### src/rtl/tape_adapter_pkg.sv
package tape_adapter_pkg;

    localparam int WORD_W       = 30;
    localparam int UNITS        = 7;
    localparam int OPCODE_W     = 4;
    localparam int TERM_W       = 4;
    localparam int BLOCK_WORDS  = 24;

    // Command word field positions
    localparam int CMD_OUT_BIT   = 4;
    localparam int CMD_IN_BIT    = 5;
    localparam int CMD_LOCK_BIT  = 7;
    localparam int CMD_OP_LSB    = 11;
    localparam int CMD_UNIT_LSB  = 15;

    // Status word field positions
    localparam int ST_ABN_BIT    = 0;
    localparam int ST_NRDY_BIT   = 1;
    localparam int ST_TERM_BIT   = 2;
    localparam int ST_EQERR_BIT  = 3;
    localparam int ST_NORESP_BIT = 4;
    localparam int ST_PAR_BIT    = 5;
    localparam int ST_TIME_BIT   = 6;
    localparam int ST_TLINE_LSB  = 11;

    // Host response limit and derived cycle count at 40 MHz
    localparam int CLK_HZ        = 40_000_000;
    localparam int HOST_LIMIT_US = 210;
    localparam int HOST_LIMIT_CYC = (HOST_LIMIT_US * (CLK_HZ / 1_000_000));

    // Cycles allowed for the selected unit to answer its interrogation
    localparam int UNIT_ANS_CYC  = 16;
    localparam int CNT_W         = 16;

    // Decoded command word
    typedef struct packed {
        logic [UNITS-1:0]    unit_sel;
        logic [OPCODE_W-1:0] opcode;
        logic                lockout;
        logic                xfer_in;
        logic                xfer_out;
    } command_t;

    // Unit-side condition lines
    typedef struct packed {
        logic              ready;
        logic              equip_err;
        logic [TERM_W-1:0] term_lines;
    } unit_cond_t;

endpackage

### src/rtl/tape_adapter_command_status.sv
`timescale 1ns/1ps
`default_nettype none
module tape_adapter_command_status
    import tape_adapter_pkg::*;
#(
    parameter int N_UNITS     = UNITS,
    parameter int HOST_LIMIT  = HOST_LIMIT_CYC,
    parameter int ANSWER_WAIT = UNIT_ANS_CYC
) (
    input  wire logic                      mclk,
    input  wire logic                      reset,
    // Host output channel: command word
    input  wire logic [WORD_W-1:0]         cmd_word,
    input  wire logic                      cmd_strobe,
    // Host input channel: status word and interrupt
    output logic [WORD_W-1:0]              status_word,
    output logic                           status_irq,
    input  wire logic                      status_read,
    output logic                           adapter_busy,
    // Tape unit side
    input  wire logic [N_UNITS-1:0]        unit_online,
    input  wire logic [N_UNITS-1:0]        unit_ready,
    input  wire logic [N_UNITS-1:0]        unit_equip_err,
    input  wire logic [N_UNITS*TERM_W-1:0] unit_term,
    output logic [N_UNITS-1:0]             unit_select,
    output logic [OPCODE_W-1:0]            unit_opcode,
    output logic                           unit_start,
    // Data path enables to the serial section; events from it and the host
    output logic                           xfer_out_en,
    output logic                           xfer_in_en,
    input  wire logic                      char_valid,
    input  wire logic [6:0]                char_bits,
    input  wire logic                      host_data_req,
    input  wire logic                      host_data_ack,
    input  wire logic                      xfer_done
);
    typedef enum logic [2:0] {IDLE, INTERROGATE, EVALUATE, TRANSFER, REPORT} state_t;

    state_t              state_reg, state_next;
    command_t            cmd_reg;
    command_t            cmd_in;
    logic [CNT_W-1:0]    wait_reg;
    logic [CNT_W-1:0]    host_cnt_reg;
    logic                pending_reg;
    logic                par_err_reg, time_err_reg;
    logic                nrdy_reg;
    logic [TERM_W-1:0]   term_snap_reg;
    logic [WORD_W-1:0]   status_next;

    // Input synchronisers for unit pins (two flops before any logic)
    logic [N_UNITS-1:0]        on_s1, on_s2, rdy_s1, rdy_s2, err_s1, err_s2;
    logic [N_UNITS*TERM_W-1:0] term_s1, term_s2;
    logic [6:0]                chr_s1, chr_s2;
    logic                      cv_s1, cv_s2;

    always_ff @(posedge mclk) begin
        on_s1   <= unit_online;
        on_s2   <= on_s1;
        rdy_s1  <= unit_ready;
        rdy_s2  <= rdy_s1;
        err_s1  <= unit_equip_err;
        err_s2  <= err_s1;
        term_s1 <= unit_term;
        term_s2 <= term_s1;
        chr_s1  <= char_bits;
        chr_s2  <= chr_s1;
        cv_s1   <= char_valid;
        cv_s2   <= cv_s1;
    end

    // Field decode of the incoming command word
    assign cmd_in.unit_sel = cmd_word[CMD_UNIT_LSB +: UNITS];
    assign cmd_in.opcode   = cmd_word[CMD_OP_LSB +: OPCODE_W];
    assign cmd_in.lockout  = cmd_word[CMD_LOCK_BIT];
    assign cmd_in.xfer_in  = cmd_word[CMD_IN_BIT];
    assign cmd_in.xfer_out = cmd_word[CMD_OUT_BIT];

    wire        answers;
    unit_cond_t cond;

    unit_select_check #(
        .N (N_UNITS)
    ) u_sel (
        .unit_sel       (cmd_reg.unit_sel),
        .unit_online    (on_s2),
        .unit_ready     (rdy_s2),
        .unit_equip_err (err_s2),
        .unit_term      (term_s2),
        .answers        (answers),
        .cond           (cond)
    );

    // A command is taken only while idle; others are dropped
    wire accept     = cmd_strobe && (state_reg == IDLE);
    wire wait_done  = (wait_reg == CNT_W'(ANSWER_WAIT));
    wire term_hit   = !cmd_reg.lockout && (term_snap_reg != '0);
    wire blocked    = !cond.ready || cond.equip_err || term_hit;
    wire any_xfer   = cmd_reg.xfer_out || cmd_reg.xfer_in;
    wire host_late  = (host_cnt_reg >= CNT_W'(HOST_LIMIT - 1));
    // Odd parity: an even count of ones across seven bits is a fault
    wire parity_bad = cv_s2 && !(^chr_s2);

    // Sequencer
    always_comb begin
        state_next = state_reg;
        case (state_reg)
            IDLE:        if (accept) state_next = INTERROGATE;
            INTERROGATE: if (answers) state_next = EVALUATE;
                         else if (wait_done) state_next = REPORT;
            EVALUATE:    if (blocked || !any_xfer) state_next = REPORT;
                         else state_next = TRANSFER;
            TRANSFER:    if (xfer_done || host_late) state_next = REPORT;
            REPORT:      state_next = IDLE;
            default:     state_next = IDLE;
        endcase
    end

    // Status word assembly; unassigned positions stay zero
    logic nresp, nrdy, eqerr, term_rep;
    assign nresp    = !answers;
    assign eqerr    = answers && cond.equip_err;
    // Not-ready is judged before the start; a started unit goes busy on its own
    assign nrdy     = answers && nrdy_reg;
    assign term_rep = answers && term_hit;
    always_comb begin
        status_next = '0;
        status_next[ST_EQERR_BIT]  = eqerr;
        status_next[ST_NORESP_BIT] = nresp;
        status_next[ST_PAR_BIT]    = par_err_reg;
        status_next[ST_TIME_BIT]   = time_err_reg;
        status_next[ST_ABN_BIT]    = eqerr | nresp | par_err_reg | time_err_reg;
        status_next[ST_NRDY_BIT]   = nrdy;
        status_next[ST_TERM_BIT]   = term_rep;
        // Line W lands in bit 14 down to line Z in bit 11
        for (int k = 0; k < TERM_W; k++) begin
            status_next[ST_TLINE_LSB + k] = term_rep & term_snap_reg[k];
        end
    end

    // State and command latch
    always_ff @(posedge mclk) begin
        if (reset) begin
            state_reg <= IDLE;
            cmd_reg   <= '0;
        end else begin
            state_reg <= state_next;
            if (accept) cmd_reg <= cmd_in;
        end
    end

    // Terminal lines are frozen at the answer so later changes are not reported
    always_ff @(posedge mclk) begin
        if (reset) begin
            term_snap_reg <= '0;
        end else if (state_reg == INTERROGATE && answers) begin
            term_snap_reg <= cond.term_lines;
        end
    end

    // Interrogation timeout counter
    always_ff @(posedge mclk) begin
        if (reset || state_reg != INTERROGATE) begin
            wait_reg <= '0;
        end else if (!wait_done) begin
            wait_reg <= wait_reg + 1'b1;
        end
    end

    // Host response timer restarts on each acknowledge
    always_ff @(posedge mclk) begin
        if (reset || state_reg != TRANSFER || host_data_ack || !host_data_req) begin
            host_cnt_reg <= '0;
        end else begin
            host_cnt_reg <= host_cnt_reg + 1'b1;
        end
    end

    // Error flags live for one command; cleared on acceptance
    always_ff @(posedge mclk) begin
        if (reset || accept) begin
            par_err_reg  <= 1'b0;
            time_err_reg <= 1'b0;
            nrdy_reg     <= 1'b0;
        end else if (state_reg == EVALUATE) begin
            nrdy_reg <= !cond.ready;
        end else if (state_reg == TRANSFER) begin
            if (cmd_reg.xfer_in && parity_bad) par_err_reg <= 1'b1;
            if (host_late) time_err_reg <= 1'b1;
        end
    end

    // Unit control outputs; the start pulse is withheld when blocked
    always_ff @(posedge mclk) begin
        if (reset) begin
            unit_select <= '0;
            unit_opcode <= '0;
            unit_start  <= 1'b0;
            xfer_out_en <= 1'b0;
            xfer_in_en  <= 1'b0;
        end else begin
            unit_select <= (state_reg == IDLE) ? '0 : cmd_reg.unit_sel;
            unit_opcode <= cmd_reg.opcode;
            unit_start  <= (state_reg == EVALUATE) && !blocked;
            xfer_out_en <= (state_next == TRANSFER) && cmd_reg.xfer_out;
            xfer_in_en  <= (state_next == TRANSFER) && cmd_reg.xfer_in;
        end
    end

    // Interrupt: raised once per command, dropped by the status read
    always_ff @(posedge mclk) begin
        if (reset) begin
            status_irq  <= 1'b0;
            status_word <= '0;
            pending_reg <= 1'b0;
        end else begin
            if (state_reg == REPORT) begin
                status_irq  <= 1'b1;
                status_word <= status_next;
                pending_reg <= 1'b1;
            end else if (status_read && pending_reg) begin
                status_irq  <= 1'b0;
                pending_reg <= 1'b0;
            end
        end
    end

    // Busy from acceptance until the report is issued
    always_ff @(posedge mclk) begin
        if (reset) begin
            adapter_busy <= 1'b0;
        end else begin
            adapter_busy <= (state_next != IDLE);
        end
    end
endmodule
`default_nettype wire

### src/rtl/unit_select_check.sv
`timescale 1ns/1ps
`default_nettype none
// Checks the one-hot unit field and picks that unit's conditions
module unit_select_check
    import tape_adapter_pkg::*;
#(
    parameter int N = UNITS
) (
    input  wire logic [N-1:0]       unit_sel,
    input  wire logic [N-1:0]       unit_online,
    input  wire logic [N-1:0]       unit_ready,
    input  wire logic [N-1:0]       unit_equip_err,
    input  wire logic [N*TERM_W-1:0] unit_term,
    output logic                    answers,
    output unit_cond_t              cond
);
    logic [N-1:0]      hit;
    logic [TERM_W-1:0] term_or [N:0];
    logic              one_hot;

    // Only a single set bit counts as a valid selection
    assign one_hot = (unit_sel != '0) && ((unit_sel & (unit_sel - 1'b1)) == '0);
    assign hit     = unit_sel & unit_online;
    assign answers = one_hot && (hit != '0);

    // OR-mux the selected unit's lines
    assign term_or[0] = '0;
    genvar i;
    generate
        for (i = 0; i < N; i++) begin : g_mux
            assign term_or[i+1] = term_or[i] | (hit[i] ? unit_term[i*TERM_W +: TERM_W] : '0);
        end
    endgenerate

    assign cond.ready      = |(hit & unit_ready);
    assign cond.equip_err  = |(hit & unit_equip_err);
    assign cond.term_lines = term_or[N];
endmodule
`default_nettype wire
### config.mk
export PLATFORM = sky130hd
export DESIGN_NAME = tape_adapter_command_status
export DESIGN_NICKNAME = d
export VERILOG_FILES = /design/src/rtl/tape_adapter_pkg.sv /design/src/rtl/tape_adapter_command_status.sv /design/src/rtl/unit_select_check.sv
export SDC_FILE = /design/constraint.sdc
export NUM_CORES = 1
export LEC_CHECK = 0
export ABC_AREA = 1
export BUFFER_PORTS_ARGS = -buffer_cell sky130_fd_sc_hd__buf_4
export CAP_MARGIN = 20
export CORE_MARGIN = 4
export CORE_UTILIZATION = 50
export DETAILED_ROUTE_END_ITERATION = 12
export PLACE_DENSITY_LB_ADDON = 0.1
export SLEW_MARGIN = 20
export SYNTH_ARGS = -nofsm -noshare
export SYNTH_HDL_FRONTEND = slang
export SYNTH_SLANG_ARGS = --single-unit
export TNS_END_PERCENT = 20
### constraint.sdc
create_clock -name mclk -period 2.1 [get_ports mclk]
set_input_delay 0.21 -clock mclk [delete_from_list [all_inputs] [get_ports mclk]]
set_output_delay 0.21 -clock mclk [all_outputs]
set_load 0.01 [all_outputs]
# After elaboration in Yosys (flattened, before gate mapping)
# Index checks and enable logic that the tools add are counted.
[op_classes] mux=15 eq_ne=8 n_addsub=3 n_lt_le_gt_ge=1 bitwise=18 n_reduce_logical=44
[op_table] op="adder 16 x 1 -> 16 bit (second input constant)" n=2
[op_table] op="bitwise AND 7 bit" n=4
[op_table] op="2-to-1 mux 4 bit" n=7
[op_table] op="OR 4 bit" n=6
[op_table] op="== test 16 x 5 -> 1 bit (second input constant)" n=1
[op_table] op=">= comparator 16 x 14 -> 1 bit (second input constant)" n=1
[op_table] op="2-to-1 mux 3 bit" n=5
[op_table] op="logical AND 1 bit" n=14
[op_table] op="nonzero test 7 bit" n=2
[op_table] op="OR reduction 7 bit" n=2
[op_table] op="one-hot mux 3 bit (4 select lines)" n=1
[op_table] op="logical OR 1 bit" n=10
[op_table] op="== test 3 x 2 -> 1 bit (second input constant)" n=3
[op_table] op="logical NOT 1 bit" n=7
[op_table] op="logical NOT 7 bit" n=1
[op_table] op="parity 7 bit" n=1
[op_table] op="subtractor 7 x 1 -> 7 bit (second input constant)" n=1
[op_table] op="AND reduction 3 bit" n=2
[op_table] op="bitwise AND 1 bit" n=4
[op_table] op="nonzero test 4 bit" n=1
[op_table] op="== test 3 x 1 -> 1 bit (second input constant)" n=1
[op_table] op="== test 3 bit (second input constant)" n=1
[op_table] op="logical NOT 3 bit" n=1
[op_table] op="inequality test 3 x 1 -> 1 bit (second input constant)" n=1
[op_table] op="other kinds (7)" n=10
[totals] ff_bits=197 input_bits=94 elab_cells=121

# Depth between registers and ports, before layout
[depth] depth_word=11 mapped_depth=12

# Hierarchy
# From an unflattened synthesis, not the netlist that was laid out.
[unflattened] cells_unflattened=699 area_unflattened_um2=6253.5
[modules_own_cells] mod="tape_adapter_command_status" instances=1 cells_per_inst=589 area_each_um2=5814.3
[modules_own_cells] mod="unit_select_check" instances=1 cells_per_inst=110 area_each_um2=439.2

# Worst setup path before layout
# OpenSTA, ideal clock, no wires.
[synth_timing] path_type="register to register" start="reg host_cnt_reg[0]" end="reg host_cnt_reg[12]" arrival_ns=1.353 path_stages_with_launch=11 path_slack_ns=0.631 setup_time_ns=0.116 period_less_slack_ns=1.469 cell_sequence="dfxtp_1 ha_1 nand2_1 inv_2 nand3_2 nor2_4 nand3_1 nor3_2 nand2_1 o21ai_0 nor2_1"
[synth_via] elab_chain_cells=1
[synth_rtl] item="from (decl)" line="tape_adapter_command_status.sv:43" rtl="logic [CNT_W-1:0] host_cnt_reg;"
[synth_rtl] item="from (signal assigned)" line="tape_adapter_command_status.sv:174" rtl="host_cnt_reg <= host_cnt_reg + 1'b1;"
[synth_rtl] item="adder 16 x 1 -> 16 bit" line="tape_adapter_command_status.sv:174"
# No other way between the ends.
# A chain may end at the register's enable or synchronous reset.

# Final worst setup path
[layout_timing] start="reg host_cnt_reg[0]" end="reg adapter_busy"
[layout_via] elab_chain_cells=5
[layout_rtl] item=">= comparator 16 x 14 -> 1 bit" line="tape_adapter_command_status.sv:99" rtl="wire host_late = (host_cnt_reg >= CNT_W'(HOST_LIMIT - 1));"
[layout_rtl] item="logical OR 1 bit" line="tape_adapter_command_status.sv:112" rtl="TRANSFER: if (xfer_done || host_late) state_next = REPORT;"
[layout_rtl] item="2-to-1 mux 3 bit" line="tape_adapter_command_status.sv:112"
[layout_rtl] item="one-hot mux 3 bit (4 select lines)" line="tape_adapter_command_status.sv:106" rtl="case (state_reg)"
[layout_rtl] item="nonzero test 3 bit" line="tape_adapter_command_status.sv:232" rtl="adapter_busy <= (state_next != IDLE);"
[layout_rtl] item="to (signal assigned)" line="tape_adapter_command_status.sv:232"
[layout_rtl] item="to (decl)" line="tape_adapter_command_status.sv:19" rtl="output logic adapter_busy,"
# No other way between the ends.

==> out/metrics.cfg <==
[die]
io_pins = 140
core_um2 = 12200
die_height_um = 120
fp.dieW_um = 120
rows = 40
dieArea_um2 = 14400
start_util_pct = 51.6

[synthesis]
ys_ff_latch = 197
synth_compound_area_share_pct = 8.26
yosys.area_share.xor_xnor_pct = 0.978
avgSynthCellArea_um2 = 9.17
synth_area_leaders = dfxtp_1, nand2_1, a21oi_1
synth_cells = 684
async_reset_ff_share_pct = 0
synthAdderAreaFrac_pct = 0.599
synth-seq-area-share_pct = 62.9
synthFlopType = dfxtp_1
yosys.area.top_type = dfxtp_1
muxShareOfSynthArea_pct = 0
yosys.area_share.simple_pct = 19.7
synth_warnings = 0
netlist_area_um2 = 6270
yosysTopAreaCellShare_pct = 62.9
synth_cell_type_count = 37
synth_top_family_by_area = simple AND/OR/NAND/NOR gates
synth_edf_count = 0

[layout]
fillerInstances = 947
final_common_cell = dfxtp_1
design_area_um2 = 8340
reg.largest.list = term_s1 x28, term_s2 x28
syn2layout_area_growth_pct = 33.0
layout-drive-gt1-share_pct = 19.2
layout.nets = 955
n_antenna_cell = 0
final_cell_mix = dfxtp_1, nand2_1, buf_4
fin_cells = 1039

[place]
numPortBuffers = 104
dp_hpwl_um = 8700
globalplace.congestion = 0.849
dp_cells = 950
place_area_um2 = 7180

[routing]
routed_wl_um = 12800
wl_per_cell_um = 12.3
vias_per_cell = 4.63
ant_nets = 0
first_pass_iters = 5
drc = 0
drtIter0Drc = 235
vias = 4810

[run_status]
status = finished, final reports clean

[pwr]
intPower_mw = 5.99
combPwrFrac_pct = 8.5
power_frac_clock_pct = 40.5
pwr-share-seq_pct = 51.0
pwr_density_cell_nw_per_um2 = 944
netSwitchingFraction_pct = 23.9
irDropWorstVdd_mv = 0.705
p_switching_mw = 1.89
p_leak_nw = 3.69

[timing]
slew_headroom_pct = 66.2
min_period_ps = 1670
skew_ps = 9.90
setup_viol = 0
finalCritPeriodShare_pct = 79.4
tns_ps = 0
final-hold-violation-count = 0
slew_violations = 0
max_slew.worst_pin.slew_ps = 503
worst_hold_slack_ps = 35.7
rsz0062_at_grt = false
timing.fmax_ghz = 0.600

[grt]
grt_pass1_wl_um = 21300
grt_max_degree = 30
grt_usage_pct = 18.6
grt_pass1_vias = 4694
grt_antenna_before_repair = 0
overflow = 0

[setup_path]
ff2ff_path_depth = 10
rrSetupSlack_ps = 430
r2r_start = host_cnt_reg[0]$_SDFF_PP0_
worst_setup_path_end_kind = flop
cp_max_fo = 4
arrival_ps = 1970
worstReg2RegEnd = adapter_busy$_SDFF_PP0_
cp-start-kind = flop
cp.required_ps = 2400
critPathKind = reg -> reg

[run]
drv_cap = 0

[clocking]
clkLatencyLatePin_ps = 420
root_buffer = clkbuf_16
numCtsBuffers = 17
clk_pin_slew_ps = 70
post_cts_buffers = 0
htree_levels = 4
cts_buffer_depth = 2
holdBufCountCts = 57
cts_tree = built
cts.sinks = 197
ctsResizeCount = 0

[hold_path]
min_to = pending_reg$_SDFFE_PP0P_
hold_path_class = in -> reg
worst_hold_path.num_cells = 4
holdCritStartpoint = status_read

==> worst max-delay path by stage <==
stage | end | slack (ps) | start
after global routing | host_cnt_reg[12]$_SDFF_PP0_ | 200 | host_cnt_reg[0]$_SDFF_PP0_
after CTS | host_cnt_reg[12]$_SDFF_PP0_ | 440 | host_cnt_reg[0]$_SDFF_PP0_
after detailed placement | host_cnt_reg[12]$_SDFF_PP0_ | 450 | host_cnt_reg[0]$_SDFF_PP0_
after global placement | host_cnt_reg[12]$_SDFF_PP0_ | 480 | host_cnt_reg[0]$_SDFF_PP0_
final | adapter_busy$_SDFF_PP0_ | 430 | host_cnt_reg[0]$_SDFF_PP0_
after floorplan | host_cnt_reg[12]$_SDFF_PP0_ | 630 | host_cnt_reg[0]$_SDFF_PP0_
==> per-stage QoR <==
step	utilization [%]	worst slack, ps	total power, mW
after floorplan	-	631	4.45
after global placement	59.0	478	4.67
after detailed placement	59.0	450	4.68
after CTS	68.6	435	7.93
after global routing	68.6	196	8.18
final	68.6	433	7.88
==> critical path, stage by stage, from the launching register on <==
cell and delay [ps]:
dfxtp_1 370, ha_1 180, nand2_1 70, inv_2 70, nand2_1 70, a21oi_1 170
nand2_1 120, nand4_1 150, nand2_1 90, o21bai_1 170, nand3_1 100
==> final cells by class <==
| type | instances | area (um2) | share of cell area [%] |
|---|---|---|---|
| flip-flops and latches | 197 | 3940 | 47.3 |
| clock inverters | 11 | 131 | 1.57 |
| inverters | 78 | 293 | 3.51 |
| repair buffers | 165 | 1380 | 16.6 |
| well taps | 168 | 210 | 2.52 |
| multi-input cells | 399 | 1920 | 23.0 |
| clock buffers | 21 | 460 | 5.52 |
==> cell usage after synthesis (2+ instances only) <==
cell type	number
nor2_2	7
nor3_2	2
nand4_1	9
buf_4	19
nor3_4	2
a211oi_1	2
nor3_1	8
nor4_1	2
inv_1	72
xnor2_1	6
or2_2	3
ha_1	3
nor2_1	61
nand3_2	4
and3_1	2
a21oi_1	60
inv_2	5
dfxtp_1	197
nand3_1	44
nand2_2	3
nor3b_1	2
o21ai_0	34
buf_2	3
nand2_1	117
clkbuf_1	5
==> routing by layer <==
layer  GRT usage [%]  vias up  part of all wire, %
met3            4.81       25                  4.7
met1            20.5     2157                   42
met4            6.87        0                  2.0
li1                -     2499                    -
met2            34.1      129                   52
met5               0        -                    0
==> power groups by stage <==
stage               Sequential, mW  Combinational (mW)  Clock (mW)
floorplan                     4.08               0.375           0
global placement              4.09               0.570           0
detailed placement            4.10               0.580           0
CTS                           4.02               0.668        3.25
global route                  4.04               0.758        3.39
finish                        4.02               0.669        3.19
==> kinds of logic (layout without fill, tap and decap cells) <==
group,Yosys count,count (layout)
AND/OR/NAND/NOR,270,270
flip-flops,197,197
buffers and inverters,106,275
AO/OA/AOI/OAI,100,100
XOR/XNOR,7,7
adder cells (fa/ha/maj),3,3
other,1,19
Power figures use the tool's default switching activity.
